**config.mk**
```make
export PLATFORM = sky130hd
export DESIGN_NAME = flash_block_protect_deep_sleep
export DESIGN_NICKNAME = d
export VERILOG_FILES = /design/src/core/flash_block_protect_deep_sleep.v
export VERILOG_INCLUDE_DIRS = /design/src /design/src/core
export SDC_FILE = /design/constraint.sdc
export NUM_CORES = 1
export LEC_CHECK = 0
export ABC_AREA = 1
export BUFFER_PORTS_ARGS = -buffer_cell sky130_fd_sc_hd__buf_2
export CORE_MARGIN = 2
export CORE_UTILIZATION = 50
export DETAILED_ROUTE_END_ITERATION = 16
export HOLD_SLACK_MARGIN = 0.06
export PLACE_DENSITY = 0.69
export SETUP_SLACK_MARGIN = 0.1
export SYNTH_ARGS = -nofsm -noshare
export SYNTH_HDL_FRONTEND = slang
export SYNTH_SLANG_ARGS = --single-unit
```
**constraint.sdc**
```tcl
create_clock -name core_clk -period 6.3 [get_ports core_clk]
set_input_delay 0.63 -clock core_clk [delete_from_list [all_inputs] [get_ports core_clk]]
set_output_delay 0.63 -clock core_clk [all_outputs]
set_load 0.01 [all_outputs]
```
**src/core/flash_protect_regs.vh**
```
`ifndef FLASH_PROTECT_REGS_VH
`define FLASH_PROTECT_REGS_VH

// command codes, one byte each
`define CMD_WRITE_ENABLE 8'h06
`define CMD_WRITE_DISABLE 8'h04
`define CMD_READ_STATUS 8'h05
`define CMD_PROTECT_MAP_WRITE 8'h42
`define CMD_PROTECT_MAP_READ 8'h72
`define CMD_GLOBAL_UNPROTECT 8'h98
`define CMD_NV_LOCKDOWN 8'he8
`define CMD_DEEP_SLEEP_ENTRY 8'hb9
`define CMD_DEEP_SLEEP_RELEASE 8'hab

// protection map layout and values
`define MAP_RESET 48'h5555ffffffff
`define WRITE_LOCK_MASK 48'h5555ffffffff
`define OVERLAY_LOW_BIT 6'd30
`define OVERLAY_HIGH_BIT 6'd31
`define PARAM_BOTTOM_BASE 6'd32
`define PARAM_TOP_BASE 6'd40

// frame bit positions, counted in rising serial clock edges
`define CMD_BITS 7'd8
`define MAP_FRAME_BITS 7'd56
`define ID_START_BITS 7'd11
`define MAP_LAST_BIT 7'd55

// status byte fields
`define STATUS_BUSY_BIT 0
`define STATUS_WEL_BIT 1

// timing, times in ns, counts in core clock cycles
`define CLK_PERIOD_NS 21'd4
`define SLEEP_ENTRY_DELAY_NS 21'd3000
`define WAKE_READY_DELAY_NS 21'd10000
// pin synchroniser lag, taken off both delays so they hold at the pins
`define SYNC_LAG_CYCLES 21'd8
`define NV_PROG_TIME_NS 21'd1500000
`define SLEEP_ENTRY_CYCLES (`SLEEP_ENTRY_DELAY_NS / `CLK_PERIOD_NS)
`define WAKE_READY_CYCLES (`WAKE_READY_DELAY_NS / `CLK_PERIOD_NS)
`define NV_PROG_CYCLES_DEF (`NV_PROG_TIME_NS / `CLK_PERIOD_NS)

`endif

```
**src/core/flash_block_protect_deep_sleep.v**
```verilog
`timescale 1ns/1ns
`default_nettype none
`include "flash_protect_regs.vh"

module flash_block_protect_deep_sleep #(
  parameter [20:0] NV_PROG_CYCLES = `NV_PROG_CYCLES_DEF,
  parameter [7:0] DEVICE_ID = 8'h5a // arbitrary value
) (
  // clock and reset
  input wire core_clk,
  input wire rst,
  // serial pins
  input wire csN,
  input wire sck,
  input wire mosi,
  output reg miso,
  output reg misoOe,
  // array side
  input wire writeBusy,
  input wire supplyOk,
  input wire [20:0] checkAddr,
  output reg writeBlocked,
  output reg readBlocked,
  // state view
  output reg deepSleep,
  output reg deviceBusy,
  output reg [47:0] protectMap
);

  // one-hot power states
  localparam [4:0] ST_STANDBY = 5'b00001;
  localparam [4:0] ST_ENTERING = 5'b00010;
  localparam [4:0] ST_SLEEP = 5'b00100;
  localparam [4:0] ST_WAKING = 5'b01000;
  localparam [4:0] ST_NVPROG = 5'b10000;

  // read kinds chosen at command completion
  localparam [1:0] RD_NONE = 2'd0;
  localparam [1:0] RD_STATUS = 2'd1;
  localparam [1:0] RD_MAP = 2'd2;
  localparam [1:0] RD_ID = 2'd3;

  // pin synchronisers, stage one read only by stage two
  reg [2:0] csSync;
  reg [2:0] sckSync;
  reg [1:0] mosiSync;
  // frame capture
  reg [6:0] bitCnt; // rising edges since select, saturates
  reg [7:0] cmdReg; // command byte of this frame
  reg cmdDone; // command byte complete
  reg [47:0] dataIn; // data bits after the command
  reg [1:0] readKind; // what the output stream carries
  // control state
  reg [4:0] state;
  reg [20:0] timer; // shared delay counter
  reg wel; // write-enable latch
  reg [47:0] lockdown; // set-once lockdown bits
  // decode of the address under check
  reg [5:0] wIdx;
  reg hasRead;
  reg [5:0] rIdx;

  // synced views and edges
  wire csS = csSync[1];
  wire csRise = csSync[1] & ~csSync[2];
  wire csFall = ~csSync[1] & csSync[2];
  wire sckRise = sckSync[1] & ~sckSync[2] & ~csS;
  wire sckFall = ~sckSync[1] & sckSync[2] & ~csS;
  wire mosiS = mosiSync[1];
  wire [7:0] cmdNow = {cmdReg[6:0], mosiS};
  // lockdown bits only ever sit on write-lock positions
  wire [47:0] lockedWr = lockdown & `WRITE_LOCK_MASK;
  wire busyAny = writeBusy | state[4];
  wire [7:0] statusByte = {6'h00, wel, busyAny};
  wire mapFrame = (bitCnt >= `MAP_FRAME_BITS);
  wire [47:0] mapWrMask = `WRITE_LOCK_MASK;

  // bit select helpers for the output stream
  wire [2:0] statIdx = 3'd7 - bitCnt[2:0];
  wire [6:0] idOff = bitCnt - `ID_START_BITS;
  wire [2:0] idIdx = 3'd7 - idOff[2:0];
  wire [6:0] mapOff = `MAP_LAST_BIT - bitCnt;

  // two flip-flops on every pin before any logic looks
  always @(posedge core_clk) begin
    if (rst) begin
      csSync <= 3'b111;
      sckSync <= 3'b000;
      mosiSync <= 2'b00;
    end else begin
      csSync <= {csSync[1:0], csN};
      sckSync <= {sckSync[1:0], sck};
      mosiSync <= {mosiSync[0], mosi};
    end
  end

  // frame capture: command byte then data, MSB first
  always @(posedge core_clk) begin
    if (rst || csFall) begin
      // a new frame clears the previous one
      bitCnt <= 7'd0;
      cmdReg <= 8'h00;
      cmdDone <= 1'b0;
      dataIn <= 48'h000000000000;
    end else if (sckRise) begin
      if (bitCnt != 7'h7f) begin
        bitCnt <= bitCnt + 7'd1;
      end
      if (bitCnt < `CMD_BITS) begin
        cmdReg <= cmdNow;
      end
      if (bitCnt == `CMD_BITS - 7'd1) begin
        cmdDone <= 1'b1;
      end
      // surplus bits beyond the map are dropped
      if (bitCnt >= `CMD_BITS && bitCnt < `MAP_FRAME_BITS) begin
        dataIn <= {dataIn[46:0], mosiS};
      end
    end
  end

  // pick the read stream when the command byte lands
  always @(posedge core_clk) begin
    if (rst || csFall) begin
      readKind <= RD_NONE;
    end else if (sckRise && bitCnt == `CMD_BITS - 7'd1) begin
      if (!supplyOk) begin
        readKind <= RD_NONE;
      end else if (state[2]) begin
        // asleep: only the release may answer
        readKind <= (cmdNow == `CMD_DEEP_SLEEP_RELEASE) ? RD_ID :
                    RD_NONE;
      end else if (state[4]) begin
        // lockdown programming: status polls only
        readKind <= (cmdNow == `CMD_READ_STATUS) ? RD_STATUS :
                    RD_NONE;
      end else if (state[0]) begin
        case (cmdNow)
          `CMD_READ_STATUS: begin
            readKind <= RD_STATUS;
          end
          `CMD_PROTECT_MAP_READ: begin
            readKind <= RD_MAP;
          end
          `CMD_DEEP_SLEEP_RELEASE: begin
            readKind <= RD_ID;
          end
          default: begin
            readKind <= RD_NONE;
          end
        endcase
      end else begin
        readKind <= RD_NONE; // entering or waking: deaf
      end
    end
  end

  // output stream, updated on falling serial clock edges
  always @(posedge core_clk) begin
    if (rst || csS || !supplyOk) begin // parked while idle
      miso <= 1'b0;
      misoOe <= 1'b0;
    end else if (sckFall && cmdDone) begin
      case (readKind)
        RD_STATUS: begin
          miso <= statusByte[statIdx];
          misoOe <= 1'b1;
        end
        RD_MAP: begin
          // zeros once the last map bit has gone
          miso <= (bitCnt <= `MAP_LAST_BIT) ? protectMap[mapOff[5:0]] :
                  1'b0;
          misoOe <= 1'b1;
        end
        RD_ID: begin
          // ID repeats until the bit count saturates, after dummy clocks
          miso <= (bitCnt >= `ID_START_BITS) & DEVICE_ID[idIdx];
          misoOe <= (bitCnt >= `ID_START_BITS);
        end
        default: begin
          miso <= 1'b0;
          misoOe <= 1'b0;
        end
      endcase
    end
  end

  // power state, map, latch and lockdown, acting on deselect
  always @(posedge core_clk) begin
    if (rst) begin
      state <= ST_STANDBY;
      timer <= 21'd0;
      wel <= 1'b0;
      lockdown <= 48'h000000000000;
      protectMap <= `MAP_RESET;
    end else begin
      if (timer != 21'd0) begin
        timer <= timer - 21'd1;
      end
      case (state)
        ST_STANDBY: begin
          if (csRise && cmdDone && supplyOk) begin
            case (cmdReg)
              `CMD_WRITE_ENABLE: begin
                wel <= 1'b1;
              end
              `CMD_WRITE_DISABLE: begin
                wel <= wel & busyAny; // a running write keeps it
              end
              `CMD_PROTECT_MAP_WRITE: begin
                // locked write bits stay set whatever is sent
                if (wel && mapFrame && !busyAny) begin
                  protectMap <= dataIn | lockedWr;
                  wel <= 1'b0;
                end
              end
              `CMD_GLOBAL_UNPROTECT: begin
                if (wel && !busyAny) begin
                  protectMap <= (protectMap & ~mapWrMask) | lockedWr;
                  wel <= 1'b0;
                end
              end
              `CMD_NV_LOCKDOWN: begin
                // set-only: no command clears a one, only reset does
                if (wel && mapFrame && !busyAny) begin
                  lockdown <= lockdown | (dataIn & mapWrMask);
                  protectMap <= protectMap | (dataIn & mapWrMask);
                  wel <= 1'b0;
                  timer <= NV_PROG_CYCLES;
                  state <= ST_NVPROG;
                end
              end
              `CMD_DEEP_SLEEP_ENTRY: begin
                // a busy array keeps the device awake
                if (!busyAny) begin
                  timer <= `SLEEP_ENTRY_CYCLES - `SYNC_LAG_CYCLES;
                  state <= ST_ENTERING;
                end
              end
              default: begin
              end
            endcase
          end
        end
        ST_ENTERING: begin
          if (timer == 21'd1) begin
            state <= ST_SLEEP;
          end
        end
        ST_SLEEP: begin
          // nothing but the release wakes the device
          if (csRise && cmdDone && supplyOk &&
              cmdReg == `CMD_DEEP_SLEEP_RELEASE) begin
            timer <= `WAKE_READY_CYCLES - `SYNC_LAG_CYCLES;
            state <= ST_WAKING;
          end
        end
        ST_WAKING, ST_NVPROG: begin
          // wake delay or lockdown programming has run out
          if (timer == 21'd1) begin
            state <= ST_STANDBY;
          end
        end
        default: begin
          state <= ST_STANDBY;
        end
      endcase
    end
  end

  // address to map bit: overlays and parameter pairs at the ends
  always @* begin
    wIdx = 6'd0;
    hasRead = 1'b0;
    rIdx = 6'd0;
    case (checkAddr[20:16])
      5'h00: begin
        if (checkAddr[15]) begin
          wIdx = `OVERLAY_LOW_BIT;
        end else begin
          wIdx = `PARAM_BOTTOM_BASE + {3'b000, checkAddr[14:13], 1'b0};
          hasRead = 1'b1;
        end
      end
      5'h1f: begin
        if (!checkAddr[15]) begin
          wIdx = `OVERLAY_HIGH_BIT;
        end else begin
          wIdx = `PARAM_TOP_BASE + {3'b000, checkAddr[14:13], 1'b0};
          hasRead = 1'b1;
        end
      end
      default: begin
        wIdx = {1'b0, checkAddr[20:16]} - 6'd1;
      end
    endcase
    rIdx = wIdx | 6'd1; // read lock is the odd neighbour
  end

  // registered protection answers and state view
  always @(posedge core_clk) begin
    if (rst) begin
      writeBlocked <= 1'b1;
      readBlocked <= 1'b0;
      deepSleep <= 1'b0;
      deviceBusy <= 1'b0;
    end else begin
      writeBlocked <= protectMap[wIdx] | lockedWr[wIdx];
      readBlocked <= hasRead & protectMap[rIdx];
      deepSleep <= state[2];
      deviceBusy <= busyAny;
    end
  end

endmodule
`default_nettype wire

```
==> key figures <==
Run status
  – Status: finished clean

CTS
  – CTS Root Cell: clkbuf_16
  – H-Tree Depth: 4
  – Clk sink count: 195
  – CTS Buf Count: 17
  – Worst skew pair latency: 0.44 ns
  – CTS tree: yes
  – Worst-path clk slew: 0.08 ns
  – Setup bufs post-CTS: 0
  – Cts repair resizes: 0
  – CTS Buffer Depth: 2
  – Hold buffers post-CTS: 0

Yosys
  – Syn nets: between 1.5k and 2k
  – Fraction of registers with async set/reset: 0%
  – Mean post-synth cell area: 6.78 µm²
  – Ys flop type: dfxtp_1
  – Unique masters post-synth: 46
  – Synth Instances: 1480
  – Synth Register Bits: roughly 200
  – Cell Area, Synth: 0.0100 mm²
  – Number of synthesized flops with an enable pin: 0
  – Synth warnings: 0
  – Register area share after synthesis: just under 40%

Floorplanning
  – Die height: between 100 and 150 µm
  – IO Pins: slightly above 80
  – Die area: ~0.021 mm²
  – Core area: 0.0196 mm²
  – Rows: 51
  – DIE WIDTH: roughly 150 µm
  – Initial core utilization: about half

Min path
  – Hold crit path type: primary input to register

STA
  – Worst Skew: 0.0113 ns
  – PnR worst setup slack: ~2.4 ns
  – RSZ-0062 raised after global routing: false
  – Fmax: 0.255 GHz
  – Crit path time final: 3.91 ns
  – Period utilization: between 60% and 70%
  – Final setup fails: 0
  – Least-Margin Pin Slew: between 1 and 1.5 ns
  – Final setup TNS: 0 ns
  – Max-slew headroom: 18.7%
  – Final-report hold violation count: 0
  – Pins Over Slew Limit: 0

Critical path
  – Worst setup EP type: register
  – Critical Path Fanout Max: 47
  – WP data required: ~6.7 ns
  – Max stage delay on crit path: 1.09 ns
  – Crit path arrival time: between 4 and 5 ns
  – End of the critical path: protectMap[38]
  – Worst path slowest cell: inv_2
  – CP Buf/Inv Count: 3
  – CP Cell Sequence: inv_1 > nand2_1 > nor3_1 > nand2_1 > inv_2 > nand2_1 > nor3b_2 > nand3_2 > inv_2 > o21ai_0 > o211ai_1
  – Setup crit start kind: register
  – Cell family with most CP delay: simple AND/OR/NAND/NOR gates
  – Cell count along the critical path: 11
  – Critical Path Most Common Cell: nand2_1
  – CP Launch Point: cmdReg[2]
  – RR Endpoint: protectMap[38]
  – Reg2Reg Depth: 11
  – R2R Setup Slk: 2.39 ns
  – Reg2reg start: cmdReg[2]
  – Crit path kind: register to register

Drt
  – Iteration count of the initial detailed-routing pass: 5
  – ANT nets after route: 0
  – WL met3: 1950 µm
  – Routed met1 length: 13000 µm
  – Vias per inst: 5.69
  – DR vias: 10.1k
  – Routed WL: 29300 µm
  – DR iter-0 viols: 734
  – Remaining DRCs: 0
  – Met2 WL: 13500 µm
  – Top Metal Used: met5
  – Post-DR wirelength/cell: 16.4 µm

Global route
  – Grt total ovfl: 0
  – Initial antenna violation count: 2
  – Largest net degree at the start of global routing: 67
  – Vias in the first global route: 9501
  – Gr usage total: between 20% and 30%
  – Global-route wire length before repair: 47300 µm

Power
  – Maximum vdd drop: 0.156 mV
  – Power density over the cells: about 270 mW/mm²
  – Pleak: around 4.5 nW

Layout
  – Filler cell count: 1954
  – Layout Nets: roughly 1.5k
  – Syn-to-layout area delta: 10.1%
  – Antenna diodes: 0
  – Fraction of layout cells with a size suffix above 1: 8.97%

Place
  – DP HPWL: 18800 µm
  – Input/output buffers: 68
  – RD Place Congestion: 0.942
  – Place WS: 2.26 ns

Flow run
  – Max Cap Violations: 0
layout make-up:
| type | instances | area [µm²] | area share, % |
|---|---|---|---|
| inverters | 161 | 604 | 5.47 |
| flip-flops and latches | 195 | 3900 | 35.3 |
| clock inverters | 10 | 125 | 1.13 |
| multi-input cells | 1050 | 5200 | 47.1 |
| clock buffers | 22 | 464 | 4.20 |
| repair buffers | 78 | 415 | 3.76 |
| well taps | 265 | 332 | 3.00 |
layer usage:
layer,vias up,GRT usage [%]
met4,2,9.36
met2,366,46.1
met1,4710,35.2
met5,-,0
met3,61,4.83
li1,4992,-
placed cells by master, fill, tap and decap left out, types with 2 or more instances in the layout:
cell / n
nand2_1: 249
nor2_1: 228
dfxtp_1: 195
o21ai_0: 178
inv_1: 150
nand3_1: 127
a21oi_1: 94
buf_2: 68
a211oi_1: 31
o221ai_1: 30
clkbuf_16: 17
ha_1: 16
nor3_1: 13
nand4_1: 13
o22ai_1: 10
buf_4: 10
inv_2: 9
o211ai_1: 9
xor2_1: 7
nand2_2: 5
or2_2: 4
a21boi_0: 4
nand3b_1: 4
clkinv_4: 4
nor4_1: 3
xnor2_1: 3
clkbuf_1: 3
clkinv_1: 2
nor4_4: 2
nor3_2: 2
o21ai_1: 2
clkbuf_8: 2
inv_6: 2
bufinv_16: 2
synthesized netlist by cell type, types with 2 or more instances:
cell      instances  area [µm²]
a211oi_1         31         233
a21boi_0          4        30.0
a21oi_1          95         475
buf_2             8        40.0
buf_4             4        30.0
buf_6             4        45.0
clkbuf_1         57         214
clkinv_1          2        7.51
dfxtp_1         195        3900
ha_1             16         200
inv_1           150         563
inv_2             9        33.8
nand2_1         250         938
nand2_2           4        25.0
nand3_1         127         636
nand3b_1          4        30.0
nand4_1          13        81.3
nor2_1          228         856
nor3_1           13        65.1
nor3_2            2        20.0
nor4_1            3        18.8
nor4_4            2        42.5
o211ai_1          9        67.6
o21ai_0         178         891
o21ai_1           2        10.0
o221ai_1         30         263
o22ai_1          10        62.6
or2_2             4        25.0
xnor2_1           3        26.3
xor2_1            7        61.3
worst min path at each step:
stage                start           to  slack, ns  cells past startpoint
6_report               csN    csSync[0]       0.37                      2
5_1_grt                csN    csSync[0]       0.37                      2
2_1_floorplan  mosiSync[0]  mosiSync[1]       0.39                      2
3_3_place_gp     csSync[0]    csSync[1]       0.40                      1
3_5_place_dp     csSync[0]    csSync[1]       0.39                      1
4_1_cts                csN    csSync[0]       0.37                      2
power breakdown:
part           leakage [nW]  switching, mW  internal, mW  total (mW)
combinational          2.60          0.357         0.179       0.536
clock                 0.285          0.497         0.612        1.11
sequential             1.58         0.0423          1.29        1.33
total                  4.47          0.896          2.08        2.97
registers in the layout, summed over array words and instances (netlist names), 2 cells and up:
register	count
protectMap	48
bitCnt	7
mosiSync	2
cmdReg	8
csSync	3
timer	21
dataIn	48
state	5
readKind	2
lockdown	40
sckSync	3
kinds of logic after synthesis:
kind of cell / after synthesis / synth area share, %
adders and majority gates: 16 / 2.00
DFF: 195 / 38.9
xor gates and xnor gates: 10 / 0.873
and+or+nand+nor: 657 / 28.0
AOI/OAI and AO/OA: 367 / 20.9
buffers and inverters: 235 / 9.35
per-stage QoR:
step / instances / area [µm²] / utilization (%) / power [mW] / hold WS, ns
detailed placement: 1749 / 10500 / 53.4 / 1.88 / 0.393
global placement: 1749 / 10500 / 53.4 / 1.87 / 0.401
global route: 1781 / 11000 / 56.4 / 3.12 / 0.367
CTS: 1781 / 11000 / 56.4 / 2.98 / 0.365
finish: 1781 / 11000 / 56.4 / 2.97 / 0.367
floorplan: 1480 / 10000 / - / 1.76 / 0.388
No activity file was read; power rests on OpenSTA's default activity.
